**config.mk**
```make
export PLATFORM = sky130hd
export DESIGN_NAME = abm_host_ctrl
export DESIGN_NICKNAME = d
export VERILOG_FILES = /design/src/abm_pkg.sv /design/src/abm_host_ctrl.sv
export VERILOG_INCLUDE_DIRS = /design/src /design/src/src
export SDC_FILE = /design/constraint.sdc
export NUM_CORES = 1
export LEC_CHECK = 0
export BUFFER_PORTS_ARGS = -buffer_cell sky130_fd_sc_hd__buf_2
export CAP_MARGIN = 20
export CORE_MARGIN = 2
export CORE_UTILIZATION = 30
export DETAILED_ROUTE_END_ITERATION = 10
export SETUP_SLACK_MARGIN = 0.05
export SYNTH_ARGS = -nofsm -noshare
export SYNTH_HDL_FRONTEND = slang
export SYNTH_SLANG_ARGS = --single-unit
```
**constraint.sdc**
```tcl
create_clock -name sys_clk -period 2.11 [get_ports sys_clk]
set_clock_uncertainty 0.05 [all_clocks]
set_input_delay 0.1055 -clock sys_clk [delete_from_list [all_inputs] [get_ports sys_clk]]
set_output_delay 0.1055 -clock sys_clk [all_outputs]
set_load 0.1 [all_outputs]
```
**src/abm_map.svh**
```systemverilog
// timing constants and pin levels for the byte memory port controller
`ifndef ABM_MAP_SVH
`define ABM_MAP_SVH
`define ABM_CLK_PERIOD_NS     8
`define ABM_STARTUP_NS        2000000
`define ABM_CYCLE_TIME_NS     35
`define ABM_WRITE_PULSE_NS    15
`define ABM_ADDR_TO_END_G_NS  18
`define ABM_DATA_SETUP_NS     10
`define ABM_READ_ACCESS_NS    35
`define ABM_GATE_ACCESS_NS    15
`define ABM_GATE_FLOAT_NS     10
`define ABM_HIGH_MIN_NS       2
// least times round up to whole cycles
`define ABM_CYC_UP(ns)        (((ns) + `ABM_CLK_PERIOD_NS - 1) / `ABM_CLK_PERIOD_NS)
`define ABM_PIN_HIGH          1'b1
`define ABM_PIN_LOW           1'b0
`endif

```
**src/abm_pkg.sv**
```systemverilog
// types for the byte memory port controller
package abm_pkg;
   typedef enum logic [2:0] {
      ABM_ST_STARTUP = 3'b000,
      ABM_ST_IDLE    = 3'b001,
      ABM_ST_RD_ACC  = 3'b010,
      ABM_ST_WR_PLS  = 3'b011,
      ABM_ST_RECOVER = 3'b100
   } abm_state_e;
endpackage : abm_pkg

```
**src/abm_host_ctrl.sv**
```systemverilog
// host controller driving an asynchronous byte-wide memory over its pins
`include "abm_map.svh"
`timescale 1ns/1ns
`default_nettype none
module abm_host_ctrl #(
   parameter int unsigned ADDR_W         = 19,
   parameter int unsigned DATA_W         = 8,
   parameter int unsigned STARTUP_CYCLES = `ABM_CYC_UP(`ABM_STARTUP_NS)
) (
   input  wire logic                   sys_clk,
   input  wire logic                   resetn,
   input  wire logic                   supply_good,
   input  wire logic                   req_valid,
   input  wire logic                   req_write,
   input  wire logic [ADDR_W-1:0]      req_addr,
   input  wire logic [DATA_W-1:0]      req_wdata,
   output var  logic                   req_ready,
   output var  logic                   rsp_valid,
   output var  logic [DATA_W-1:0]      rsp_rdata,
   output var  logic                   mem_ready,
   output var  logic [ADDR_W-1:0]      mem_addr,
   output var  logic                   mem_sel_n,
   output var  logic                   mem_wr_n,
   output var  logic                   mem_oe_n,
   input  wire logic [DATA_W-1:0]      mem_dq_i,
   output var  logic [DATA_W-1:0]      mem_dq_o,
   output var  logic                   mem_dq_oe
);
   import abm_pkg::*;

   localparam int unsigned RD_CYC  = `ABM_CYC_UP(`ABM_READ_ACCESS_NS) + 1;
   // write low long enough for pulse width, address-to-end and data setup
   localparam int unsigned WR_CYC  = `ABM_CYC_UP(`ABM_ADDR_TO_END_G_NS + 2) + 1;
   // recovery keeps strobes high and address stable, makes the 35 ns cycle and lets data float
   localparam int unsigned REC_CYC = `ABM_CYC_UP(`ABM_GATE_FLOAT_NS) + 1;
   localparam int unsigned CNT_W   = $clog2(STARTUP_CYCLES + 1) + 1;

   function automatic logic [CNT_W-1:0] cyc(input int unsigned n);
      cyc = CNT_W'(n - 1);
   endfunction : cyc

   // supply_good is asynchronous: three stages, change counted when 2nd and 3rd agree
   logic [2:0]        sup_sync_reg;
   logic              sup_ok_reg;
   logic              sup_ok_next;

   abm_state_e        state_reg,   state_next;
   logic [CNT_W-1:0]  cnt_reg,     cnt_next;
   logic [ADDR_W-1:0] addr_reg,    addr_next;
   logic [DATA_W-1:0] wdata_reg,   wdata_next;
   logic              sel_n_reg,   sel_n_next;
   logic              wr_n_reg,    wr_n_next;
   logic              oe_n_reg,    oe_n_next;
   logic              dq_oe_reg,   dq_oe_next;
   logic              ready_reg,   ready_next;
   logic              rsp_v_reg,   rsp_v_next;
   logic [DATA_W-1:0] rdata_reg,   rdata_next;
   logic              mready_reg,  mready_next;

   always_comb begin
      sup_ok_next = sup_ok_reg;
      if (sup_sync_reg[1] == sup_sync_reg[2]) begin
         sup_ok_next = sup_sync_reg[2];
      end
   end

   always_ff @(posedge sys_clk or negedge resetn) begin
      if (!resetn) begin
         sup_sync_reg <= 3'h0;
         sup_ok_reg   <= 1'b0;
      end else begin
         sup_sync_reg <= {sup_sync_reg[1:0], supply_good};
         sup_ok_reg   <= sup_ok_next;
      end
   end

   always_comb begin
      state_next  = state_reg;
      cnt_next    = cnt_reg;
      addr_next   = addr_reg;
      wdata_next  = wdata_reg;
      sel_n_next  = sel_n_reg;
      wr_n_next   = wr_n_reg;
      oe_n_next   = oe_n_reg;
      dq_oe_next  = dq_oe_reg;
      ready_next  = 1'b0;
      rsp_v_next  = 1'b0;
      rdata_next  = rdata_reg;
      mready_next = mready_reg;
      case (state_reg)
         ABM_ST_STARTUP: begin
            sel_n_next  = `ABM_PIN_HIGH;
            wr_n_next   = `ABM_PIN_HIGH;
            oe_n_next   = `ABM_PIN_HIGH;
            dq_oe_next  = 1'b0;
            mready_next = 1'b0;
            if (!sup_ok_reg) begin
               cnt_next = cyc(STARTUP_CYCLES);
            end else if (cnt_reg == '0) begin
               state_next  = ABM_ST_IDLE;
               mready_next = 1'b1;
               ready_next  = 1'b1;
            end else begin
               cnt_next = cnt_reg - 1'b1;
            end
         end
         ABM_ST_IDLE: begin
            ready_next = 1'b1;
            if (req_valid && ready_reg) begin
               ready_next = 1'b0;
               addr_next  = req_addr;
               sel_n_next = `ABM_PIN_LOW;
               if (req_write) begin
                  // output gate stays high through the write, outputs float
                  wdata_next = req_wdata;
                  dq_oe_next = 1'b1;
                  wr_n_next  = `ABM_PIN_LOW;
                  cnt_next   = cyc(WR_CYC);
                  state_next = ABM_ST_WR_PLS;
               end else begin
                  wr_n_next  = `ABM_PIN_HIGH;
                  oe_n_next  = `ABM_PIN_LOW;
                  cnt_next   = cyc(RD_CYC);
                  state_next = ABM_ST_RD_ACC;
               end
            end
         end
         ABM_ST_RD_ACC: begin
            if (cnt_reg == '0) begin
               rdata_next = mem_dq_i;
               rsp_v_next = 1'b1;
               sel_n_next = `ABM_PIN_HIGH;
               oe_n_next  = `ABM_PIN_HIGH;
               cnt_next   = cyc(REC_CYC);
               state_next = ABM_ST_RECOVER;
            end else begin
               cnt_next = cnt_reg - 1'b1;
            end
         end
         ABM_ST_WR_PLS: begin
            if (cnt_reg == '0) begin
               // both strobes rise together; data and address held past the edge
               wr_n_next  = `ABM_PIN_HIGH;
               sel_n_next = `ABM_PIN_HIGH;
               rsp_v_next = 1'b1;
               cnt_next   = cyc(REC_CYC);
               state_next = ABM_ST_RECOVER;
            end else begin
               cnt_next = cnt_reg - 1'b1;
            end
         end
         ABM_ST_RECOVER: begin
            dq_oe_next = 1'b0;
            if (cnt_reg == '0) begin
               state_next = ABM_ST_IDLE;
               ready_next = 1'b1;
            end else begin
               cnt_next = cnt_reg - 1'b1;
            end
         end
         default: begin
            state_next = ABM_ST_STARTUP;
         end
      endcase
      // brownout: drop back to a full startup wait, strobes forced high
      if (!sup_ok_reg && state_reg != ABM_ST_STARTUP) begin
         state_next  = ABM_ST_STARTUP;
         cnt_next    = cyc(STARTUP_CYCLES);
         sel_n_next  = `ABM_PIN_HIGH;
         wr_n_next   = `ABM_PIN_HIGH;
         oe_n_next   = `ABM_PIN_HIGH;
         dq_oe_next  = 1'b0;
         ready_next  = 1'b0;
         rsp_v_next  = 1'b0;
         mready_next = 1'b0;
      end
   end

   always_ff @(posedge sys_clk or negedge resetn) begin
      if (!resetn) begin
         state_reg  <= ABM_ST_STARTUP;
         cnt_reg    <= '0;
         addr_reg   <= '0;
         wdata_reg  <= '0;
         sel_n_reg  <= `ABM_PIN_HIGH;
         wr_n_reg   <= `ABM_PIN_HIGH;
         oe_n_reg   <= `ABM_PIN_HIGH;
         dq_oe_reg  <= 1'b0;
         ready_reg  <= 1'b0;
         rsp_v_reg  <= 1'b0;
         rdata_reg  <= '0;
         mready_reg <= 1'b0;
      end else begin
         state_reg  <= state_next;
         cnt_reg    <= cnt_next;
         addr_reg   <= addr_next;
         wdata_reg  <= wdata_next;
         sel_n_reg  <= sel_n_next;
         wr_n_reg   <= wr_n_next;
         oe_n_reg   <= oe_n_next;
         dq_oe_reg  <= dq_oe_next;
         ready_reg  <= ready_next;
         rsp_v_reg  <= rsp_v_next;
         rdata_reg  <= rdata_next;
         mready_reg <= mready_next;
      end
   end

   assign req_ready = ready_reg;
   assign rsp_valid = rsp_v_reg;
   assign rsp_rdata = rdata_reg;
   assign mem_ready = mready_reg;
   assign mem_addr  = addr_reg;
   assign mem_sel_n = sel_n_reg;
   assign mem_wr_n  = wr_n_reg;
   assign mem_oe_n  = oe_n_reg;
   assign mem_dq_o  = wdata_reg;
   assign mem_dq_oe = dq_oe_reg;
endmodule : abm_host_ctrl
`default_nettype wire

```
---- Word level (Yosys, flattened, before mapping) ----
Cells that the tools add are included.
operators by class
  $add $sub $neg .......................... 1
  eq/ne operators ......................... 12
  muxes and demuxes ....................... 39
  reduce and logical (&&, ||, !) cells .... 23
operator list
  kind                                                    count
  two-way mux 19 bit                                      5
  case mux 19 bit (4 select lines)                        1
  two-way mux 1 bit                                       21
  zero test 19 bit                                        1
  subtractor 19 x 1 -> 19 bit (second input constant)     1
  two-way mux 3 bit                                       6
  inequality test 3 bit (second input constant)           6
  AND reduction 3 bit                                     5
  case mux 1 bit (3 select lines)                         4
  case mux 3 bit (4 select lines)                         1
  nonzero test 4 bit                                      3
  equality test 3 x 2 -> 1 bit (second input constant)    2
  AND reduction 2 bit                                     3
  nonzero test 3 bit                                      2
  nonzero test 5 bit                                      1
  AND reduction 4 bit                                     1
  OR reduction 2 bit                                      2
  equality test 3 x 1 -> 1 bit (second input constant)    1
  equality test 3 bit (second input constant)             1
  zero test 3 bit                                         1
  inequality test 3 x 1 -> 1 bit (second input constant)  1
  logical AND 1 bit                                       2
  case mux 1 bit (2 select lines)                         1
  nonzero test 2 bit                                      1
  other kinds (2)                                         2
storage, ports and cells
  bits in registers ....................... 68
  bits of input ports ..................... 40
  output and inout bits ................... 42
  logic and storage cells ................. 89

---- Logic depth before layout (Yosys ltp) ----
Gate-level depths: netlist (run 1).
  word-level depth ........................ 5
  mapped depth ............................ 10
  depth with buffers taken out ............ 10

---- Least setup slack after synthesis (run 1) ----
Ideal clock, no wire load.
  kind .................................... register to register
  start point ............................. register ready_reg, in the netlist req_ready
  end point ............................... register cnt_reg[11]
  setup time .............................. 0.080 ns
  arrival time ............................ 2.274 ns
  path slack .............................. -0.294 ns
  stages on the path, launching flop included .. 6
  buffers on the path ..................... 0
  cell sequence ........................... dfrtp_1 -> a21oi_1 -> o211ai_1 -> nand4b_1 -> or4_1 -> a21oi_1
on the way
  longest elaborated chain between the ends .. 3
RTL lines
  element                          line                  RTL
  from (decl)                      abm_host_ctrl.sv:55   logic ready_reg, ready_next;
  from (signal assigned)           abm_host_ctrl.sv:202  ready_reg <= ready_next;
  logical AND 1 bit                abm_host_ctrl.sv:109  if (req_valid && ready_reg) begin
  inequality test 3 bit (no line)  -
  AND reduction 2 bit (no line)    -
  to (signal assigned)             abm_host_ctrl.sv:195  cnt_reg <= cnt_next;
  to (decl)                        abm_host_ctrl.sv:48   logic [CNT_W-1:0] cnt_reg, cnt_next;
No other way between the ends.
A chain may end at the register's enable or synchronous reset.

---- Final worst setup path (run 1) ----
  start point ............................. register cnt_reg[4]
  end point ............................... register rdata_reg[1], in the netlist rsp_rdata[1]
on the way
  longest elaborated chain between the ends .. 2
RTL lines
  element                        line                  RTL
  zero test 19 bit               abm_host_ctrl.sv:129  if (cnt_reg == '0) begin
  AND reduction 2 bit (no line)  -
  to (signal assigned)           abm_host_ctrl.sv:204  rdata_reg <= rdata_next;
  to (decl)                      abm_host_ctrl.sv:57   logic [DATA_W-1:0] rdata_reg, rdata_next;
No other way between the ends.

==> results of run 1 <==
==> cells in the mapped netlist (all sizes together), types with 2 or more instances <==
cell / count
nand2: 75
dfrtp: 65
nor2: 19
mux2: 16
o21ai: 13
o211ai: 11
a21oi: 10
nor3: 9
clkbuf: 7
nand3: 6
nor4: 6
buf: 5
inv: 5
xor2: 5
a211o: 4
or4: 4
a31oi: 3
dfstp: 3
ha: 3
nand4: 3
nor2b: 3
o31ai: 3
or3: 3
xnor2: 3
a221o: 2
and2: 2
and3: 2
nand4b: 2
nor3b: 2
nor4b: 2
o221ai: 2
==> repair_timing <==
item	in CTS	in global routing
hold buffers	37	0
pin swaps	9	11
endpoints found under the hold margin	59	0
gates resized for setup	20	22
setup buffers	5	0
endpoints found under the setup margin	27	32
==> power breakdown <==
group | switching [W] | leakage, nW | internal, W
logic | 0.000305 | 1.39 | 0.000149
registers | 0.0000280 | 0.855 | 0.00134
clock network | 0.000460 | 0.0989 | 0.000669
total | 0.000792 | 2.35 | 0.00216
==> cells by family (layout without fill, tap and decap cells) <==
family	count (synthesis)	in the layout	share of synthesized area, %
xor gates and xnor gates	8	8	2.163
adders and majority gates	4	4	1.468
buffers and inverters	18	189	2.974
muxes	17	17	5.871
AOI/OAI and AO/OA	54	54	11.12
and+or+nand+nor	144	144	23.75
DFF	68	68	52.65
==> through the flow <==
stage	hold WS [ps]	util (%)	power, W	setup WS, ps	setup TNS [ps]
2_1_floorplan	-240.1	-	0.001642	-69.50	-604.8
3_3_place_gp	96.86	39.51	0.001776	-59.11	-467.2
3_5_place_dp	111.5	39.51	0.001785	-125.1	-1015
4_1_cts	53.81	46.25	0.002986	-25.46	-159.9
5_1_grt	59.82	47.08	0.003092	-96.26	-1332
6_report	62.85	47.08	0.002952	-24.44	-150.6
==> worst max-delay path, cell delays in order, from the launching register on <==
cell      delay (ps)
dfrtp_1          380
or4_4            550
and4bb_2         350
nand4_4          110
nor2_4           130
buf_12           140
mux2_4           300
==> worst min-delay path by stage <==
| stage | slack, ps | endpoint | depth (start not counted) |
|---|---|---|---|
| 2_1_floorplan | -240 | cnt_reg[0]$_DFFE_PN0P_ | 0 |
| 3_3_place_gp | 100 | cnt_reg[3]$_DFFE_PN0P_ | 1 |
| 3_5_place_dp | 110 | cnt_reg[3]$_DFFE_PN0P_ | 1 |
| 4_1_cts | 50 | mem_dq_oe$_DFFE_PN0P_ | 3 |
| 5_1_grt | 60 | mem_dq_oe$_DFFE_PN0P_ | 3 |
| 6_report | 60 | mem_dq_oe$_DFFE_PN0P_ | 3 |
==> layout by cell type (no fill, tap or decap), types with 5 or more instances in the layout <==
cell and instances:
dlygate4sd3_1 37, clkbuf_1 5, buf_4 44, mux2_2 8, nor3_1 8, o21ai_0 5
nand2_1 73, dfrtp_1 64, a21oi_1 7, o211ai_1 11, o21ai_1 5, nor2_1 17
buf_2 81, clkbuf_8 9, xor2_1 5, mux2_4 8
==> metal layers <==
layer	wire, µm	global-route usage [%]	up-vias	part of all wire [%]
li1	-	-	1440	-
met5	0	0	-	0
met3	407	4.237	16	4.4
met2	4673	27.31	73	51
met4	165	7.051	0	1.8
met1	3910	21.12	1495	43
==> cell type report <==
cell class                 count  area, µm²
clock inverter                 2      60.06
inverter                       5      21.27
clock buffer                  14      142.6
timing repair buffer         168       1191
tap                          136      170.2
multi-input combinational    227       1609
fill                         972       5513
sequential                    68       1709
==> impl_metrics.csv, run 1 <==
group,metric,value,unit
floorplan,dieArea,0.01164,mm²
clocking,worst_skew_pair.late_latency,340,ps
clocking,cts_buffers,9,
clocking,path_clk_slew,70,ps
global_route,track_usage,16.74,%
drt,drc,0,
placement,port_buffers,81,
floorplan,ios,82,
worst_setup_path,reg2reg_slack,-20,ps
synthesis,synth-seq-cells,68,
sta,rsz0062_at_grt,"true",
floorplan,coreArea,0.01042,mm²
finish,design_area,0.004903,mm²
synthesis,synth_top_cell_by_area,"dfrtp_1",
global_route,antenna_found_initial,0,
finish,antenna_cells,0,
synthesis,netlist.area_leader.share,50.21,%
drt,drtPass1Iterations,4,
floorplan,rows,37,
finish,synthToLayoutAreaGrowth,51.37,%
synthesis,postSynthCellCount,313,
floorplan,initial_utilization,31.10,%
synthesis,syn_avg_cell_area,10.35,µm²
hold_path,holdCritStartpoint,"req_write",
finish,drive_above_1_share,41.32,%
synthesis,ys_warn_count,0,
sta,fmax,468.5,MHz
sta,relSlewSlack,57.88,%
synthesis,syn_nets,356,
worst_setup_path,r2r_end,"rsp_rdata[1]$_DFFE_PN0P_",
placement,dp_hpwl,6.226,mm
sta,tightest_slew,631.8,ps
placement,place.gp.congestion,0.8816,
drt,wl_per_cell,14.77,µm
synthesis,yosys-top-cells-area,"dfrtp_1, nand2_1, mux2_2",
drt,ant_nets,0,
global_route,grt_overflow,0,
worst_setup_path,cp-start-kind,"register",
worst_setup_path,required,2290,ps
synthesis,synthArstFlopShare,100.0,%
placement,dp_cells,562,
global_route,grt_pass1_vias,3104,
drt,drt-total-wl,9.157,mm
clocking,cts_max_level,3,
worst_setup_path,crit_arrival,2310,ps
floorplan,die_w,107.9,µm
power_and_ir_drop,peakVddDrop,354.2,µV
worst_setup_path,path_class,"reg -> reg",
synthesis,synth_area,0.003239,mm²
sta,slew_viol_final,0,
sta,period_needed,2134,ps
sta,fin_ws,-24.44,ps
run,cap_violations,0,
worst_setup_path,worstRegToRegCells,6,
clocking,cts_root_buffer,"clkbuf_8",
synthesis,synth_edf_count,0,
power_and_ir_drop,p_leak,2.347,nW
sta,finalSetupViolCount,9,
status,violations,"negative setup slack",
clocking,cts_tree,"built",
sta,post-route-period-util,101.2,%
synthesis,ys_seq_area_share,52.65,%
synthesis,synth_ff_type,"dfrtp_1",
drt,first_iter_violations,192,
worst_setup_path,cp-startpoint,"cnt_reg[4]$_DFFE_PN0P_",
power_and_ir_drop,power.density,601.9,mW/mm²
floorplan,die_h,107.9,µm
clocking,clk_path_buf_depth,2,
drt,num_vias,3024,
drt,vias_per_cell,4.877,
finish,fin_cells,620,
finish,fin_nets,522,
worst_setup_path,r2r-start,"cnt_reg[4]$_DFFE_PN0P_",
global_route,grt_pass1_wl,15.21,mm
sta,finalHoldViolations,0,
worst_setup_path,endpoint,"rsp_rdata[1]$_DFFE_PN0P_",
worst_setup_path,cp-end-kind,"register",
global_route,grt_max_degree,30,
worst_setup_path,path_max_fanout,8,
clocking,cts.sinks,68,
synthesis,synth_cell_types,57,
status,status,"finished with violations",
hold_path,hp-class,"in -> reg",
placement,post_dp_cell_area,0.004115,mm²
(Power assumes the default switching activity.)
==> run 2, diff against run 1 <==
CELL_PAD_IN_SITES_DETAIL_PLACEMENT = 0   (was unset)
CELL_PAD_IN_SITES_GLOBAL_PLACEMENT = 1   (was unset)
PLACE_DENSITY_LB_ADDON = 0.1   (was unset)
==> impl_metrics.csv, run 2 (synthesis results as in run 1) <==
group,metric,value,unit
clocking,clk_path_buf_depth,2,
worst_setup_path,cp_slowest_cell,"or4_4",
clocking,path_clk_slew,80,ps
finish,fin_nets,521,
power_and_ir_drop,p_leak,2.335,nW
floorplan,die_h,107.9,µm
sta,period_needed,2173,ps
global_route,grt_pass1_wl,15.35,mm
drt,wl_per_cell,14.82,µm
drt,first_iter_violations,89,
clocking,worst_skew_pair.late_latency,350,ps
power_and_ir_drop,power.density,629.8,mW/mm²
hold_path,hold-path-cell-count,3,
sta,tightest_slew,539.3,ps
worst_setup_path,reg2reg_slack,-60,ps
drt,drc,0,
clocking,cts.sinks,68,
worst_setup_path,critPathMaxStageDelay,550,ps
clocking,cts_tree,"built",
sta,finalSetupTns,-627.0,ps
sta,slew_viol_final,0,
hold_path,holdPathEnd,"mem_oe_n$_DFFE_PN1P_",
drt,drt-total-wl,9.171,mm
worst_setup_path,worstRegToRegCells,6,
worst_setup_path,r2r-start,"cnt_reg[4]$_DFFE_PN0P_",
floorplan,dieArea,0.01164,mm²
drt,vias_per_cell,4.727,
sta,hold_slack,56.23,ps
finish,final_core_util,47.11,%
global_route,grt_pass1_vias,2986,
placement,dp_hpwl,6.391,mm
worst_setup_path,cp-end-kind,"register",
worst_setup_path,path_cells,"or4_4, and4bb_2, nand4_4, nor2_4, buf_12, mux2_4",
finish,nFillCells,983,
finish,antenna_cells,0,
floorplan,coreArea,0.01042,mm²
sta,relSlewSlack,63.81,%
sta,rsz0062_at_grt,"true",
sta,fin_ws,-62.77,ps
hold_path,holdCritStartpoint,"req_write",
global_route,grt_max_degree,31,
floorplan,die_w,107.9,µm
finish,final_common_cell,"buf_2",
drt,drtPass1Iterations,6,
clocking,cts_buffers,9,
sta,fmax,460.2,MHz
worst_setup_path,cp-start-kind,"register",
finish,fin_cells,619,
global_route,track_usage,17.10,%
hold_path,hp-class,"in -> reg",
floorplan,initial_utilization,31.10,%
worst_setup_path,r2r_end,"rsp_rdata[3]$_DFFE_PN0P_",
sta,post-route-period-util,103.0,%
placement,dp_cells,562,
clocking,cts_root_buffer,"clkbuf_8",
power_and_ir_drop,peakVddDrop,282.4,µV
status,violations,"negative setup slack",
drt,num_vias,2926,
finish,drive_above_1_share,40.79,%
placement,port_buffers,81,
sta,finalHoldViolations,0,
run,cap_violations,0,
global_route,grt_overflow,0,
worst_setup_path,path_max_fanout,8,
global_route,antenna_found_initial,0,
drt,ant_nets,0,
worst_setup_path,path_class,"reg -> reg",
worst_setup_path,crit_arrival,2360,ps
clocking,cts_max_level,3,
sta,finalSetupViolCount,13,
status,status,"finished with violations",
worst_setup_path,required,2300,ps
floorplan,rows,37,
finish,final_cell_mix,"buf_2, nand2_1, dfrtp_1",
finish,synthToLayoutAreaGrowth,51.49,%
floorplan,ios,82,
placement,place.gp.congestion,0.7738,
==> run 2: per-stage QoR <==
| step | cell area [µm²] | power, W | setup slack (ps) |
|---|---|---|---|
| after floorplan | 3267 | 0.001642 | -69.50 |
| after global placement | 4128 | 0.001790 | -97.38 |
| after detailed placement | 4128 | 0.001791 | -145.2 |
| after CTS | 4811 | 0.003129 | -30.25 |
| after global routing | 4907 | 0.003231 | -144.5 |
| final | 4907 | 0.003090 | -62.77 |
==> run 2: final cells by class <==
cell class | instances | area (µm²) | area share, %
clock buffer | 10 | 137.6 | 2.805
clock inverter | 6 | 93.84 | 1.912
inverter | 5 | 21.27 | 0.4335
multi-input combinational | 227 | 1572 | 32.02
sequential | 68 | 1709 | 34.83
tap | 136 | 170.2 | 3.468
timing repair buffer | 167 | 1204 | 24.53
==> run 2: worst max-delay path, delay by kind of cell, from the launching register on <==
kind / cells / cell delay (ps)
buf+inv: 1 / 140
mux: 1 / 290
simple gates: 4 / 1180
flops: 1 / 390
==> run 2: worst max path at each step <==
stage                                start                       end  cells past startpoint
floorplan           cnt_reg[7]$_DFFE_PN0P_  rsp_rdata[0]$_DFFE_PN0P_                      5
global placement    cnt_reg[7]$_DFFE_PN0P_  rsp_rdata[3]$_DFFE_PN0P_                      5
detailed placement  cnt_reg[7]$_DFFE_PN0P_  rsp_rdata[7]$_DFFE_PN0P_                      5
CTS                 cnt_reg[7]$_DFFE_PN0P_  rsp_rdata[6]$_DFFE_PN0P_                      6
global route        cnt_reg[4]$_DFFE_PN0P_    cnt_reg[7]$_DFFE_PN0P_                      6
finish              cnt_reg[4]$_DFFE_PN0P_  rsp_rdata[3]$_DFFE_PN0P_                      6
==> run 2: power by group <==
group | internal, W | switching [W] | leakage (nW)
registers | 0.00134 | 0.0000263 | 0.855
logic | 0.000152 | 0.000303 | 1.37
clock network | 0.000710 | 0.000559 | 0.114
total | 0.00220 | 0.000888 | 2.34
==> run 2: per-layer routing <==
layer	wire (µm)	vias to the layer above	GRT usage, %	part of all wire, %
met4	119	0	6.502	1.3
li1	-	1441	-	-
met5	0	-	0	0
met2	4364	51	26.82	48
met1	4382	1424	23.54	48
met3	304	10	3.087	3.3
==> run 2: what timing repair did <==
| item | 4_1_cts | 5_1_grt |
|---|---|---|
| gates cloned | 0 | 0 |
| endpoints found under the setup margin | 23 | 31 |
| endpoints found under the hold margin | 52 | 0 |
| pin swaps | 7 | 11 |
| gates resized for setup | 11 | 22 |
| hold buffers | 37 | 0 |
| buffers inserted | 3 | 1 |
==> run 3, diff against run 2 <==
clock period = 2.3 ns   (was 2.11 ns; I/O delays follow)
==> impl_metrics.csv, run 3 (synthesis results as in run 1) <==
group,metric,value,unit
finish,design_area,0.004626,mm²
global_route,track_usage,16.50,%
drt,vias_per_cell,4.709,
finish,fin_cells,605,
finish,fin_nets,507,
placement,dp_cells,549,
finish,final_cell_mix,"buf_2, nand2_1, dfrtp_1",
clocking,cts.sinks,68,
placement,post_dp_cell_area,0.003979,mm²
drt,drc,0,
drt,drt-total-wl,8.789,mm
sta,finalHoldViolations,0,
sta,tightest_slew,509.4,ps
placement,place.gp.congestion,0.7784,
floorplan,ios,82,
finish,nFillCells,1049,
sta,finalSetupViolCount,0,
worst_setup_path,cp_slowest_cell,"or4_4",
worst_setup_path,crit_arrival,2390,ps
worst_setup_path,cp-start-kind,"register",
floorplan,dieArea,0.01164,mm²
clocking,clk_path_buf_depth,2,
floorplan,die_w,107.9,µm
drt,wl_per_cell,14.53,µm
floorplan,initial_utilization,31.10,%
drt,drtPass1Iterations,4,
global_route,grt_overflow,0,
global_route,grt_pass1_wl,14.84,mm
global_route,grt_pass1_vias,2946,
run,cap_violations,0,
placement,dp_hpwl,6.218,mm
sta,fmax,453.3,MHz
clocking,path_clk_slew,80,ps
power_and_ir_drop,peakVddDrop,312.1,µV
clocking,worst_skew_pair.late_latency,350,ps
drt,first_iter_violations,130,
worst_setup_path,path_max_fanout,8,
finish,final_common_cell,"buf_2",
sta,finalSetupTns,0,ps
worst_setup_path,required,2480,ps
sta,slew_viol_final,0,
worst_setup_path,path_cells,"or4_4, and4bb_2, nand4_4, nor2_4, mux2_2",
worst_setup_path,path_class,"reg -> reg",
drt,ant_nets,0,
global_route,antenna_found_initial,0,
clocking,cts_max_level,3,
clocking,cts_buffers,9,
finish,multiInputGateArea,0.001466,mm²
status,status,"finished, final reports clean",
placement,port_buffers,81,
hold_path,hp-class,"in -> reg",
finish,drive_above_1_share,36.67,%
sta,period_needed,2206,ps
clocking,cts_tree,"built",
power_and_ir_drop,power,0.002779,W
sta,post-route-period-util,95.92,%
sta,relSlewSlack,65.81,%
floorplan,coreArea,0.01042,mm²
sta,rsz0062_at_grt,"true",
floorplan,rows,37,
power_and_ir_drop,p_leak,2.220,nW
floorplan,die_h,107.9,µm
clocking,cts_root_buffer,"clkbuf_8",
worst_setup_path,cp-end-kind,"register",
worst_setup_path,reg2reg_slack,90,ps
finish,final_core_util,44.41,%
worst_setup_path,critPathMaxStageDelay,540,ps
drt,num_vias,2849,
finish,regArea,0.001708,mm²
finish,synthToLayoutAreaGrowth,42.80,%
power_and_ir_drop,power.density,600.7,mW/mm²
finish,antenna_cells,0,
global_route,grt_max_degree,30,
## run 3: cell types whose count changed in the layout (fill, tap and decap cells not counted), sizes merged
cell	before	now
clkinv	0	2
buf	130	116
inv	8	6
## run 3: final timing paths
kind	from	endpoint	cells past startpoint
worst max-delay path	cnt_reg[4]$_DFFE_PN0P_	rsp_rdata[5]$_DFFE_PN0P_	5
worst min-delay path	req_write	mem_oe_n$_DFFE_PN1P_	3
worst max register to register	cnt_reg[4]$_DFFE_PN0P_	rsp_rdata[5]$_DFFE_PN0P_	5
worst min register to register	sup_sync_reg[0]$_DFF_PN0_	sup_sync_reg[1]$_DFF_PN0_	0
max in group asynchronous	resetn	cnt_reg[1]$_DFFE_PN0P_	3
min in group asynchronous	resetn	mem_dq_o[1]$_DFFE_PN0P_	2
## run 3: repair_timing
item                       in CTS  in global routing
cloned                          0                  0
buffers inserted                1                  2
gates resized for setup         1                  7
hold endpoints to repair       54                  0
setup endpoints to repair       8                 15
hold buffers                   37                  0
pin swaps                       2                  5
## run 3: cell type report
| cell class | instances | area share (%) |
|---|---|---|
| clock buffers | 10 | 2.975 |
| clock inverters | 6 | 1.866 |
| inverters | 5 | 0.4057 |
| multi-input cells | 227 | 31.70 |
| flip-flops and latches | 68 | 36.92 |
| well taps | 136 | 3.679 |
| repair buffers | 153 | 22.45 |
## run 3: per-stage QoR
step	hold slack (ps)	setup slack [ps]
after floorplan	-230.6	102.9
after global placement	49.89	66.92
after detailed placement	61.18	43.81
after CTS	38.78	58.08
after global routing	65.36	16.78
final	55.29	93.79
## run 3: where the power goes
group | leakage, nW | total [W] | internal, W | switching, W
registers | 0.855 | 0.00126 | 0.00123 | 0.0000251
logic | 1.25 | 0.000394 | 0.000125 | 0.000269
clock network | 0.113 | 0.00113 | 0.000640 | 0.000489
## run 3: worst max-delay path, delay by kind of cell (launching register included)
family	cells	cell delay [ps]
muxes	1	360
DFF	1	380
and+or+nand+nor	4	1280
## run 3: per-layer routing
layer / GRT usage, % / up-vias / share of wire, % / routed length (µm)
met5: 0 / - / 0 / 0
met4: 7.692 / 0 / 1.8 / 160
met3: 3.208 / 10 / 3.4 / 297
met2: 25.07 / 60 / 46 / 4060
met1: 22.67 / 1365 / 49 / 4270
li1: - / 1414 / - / -
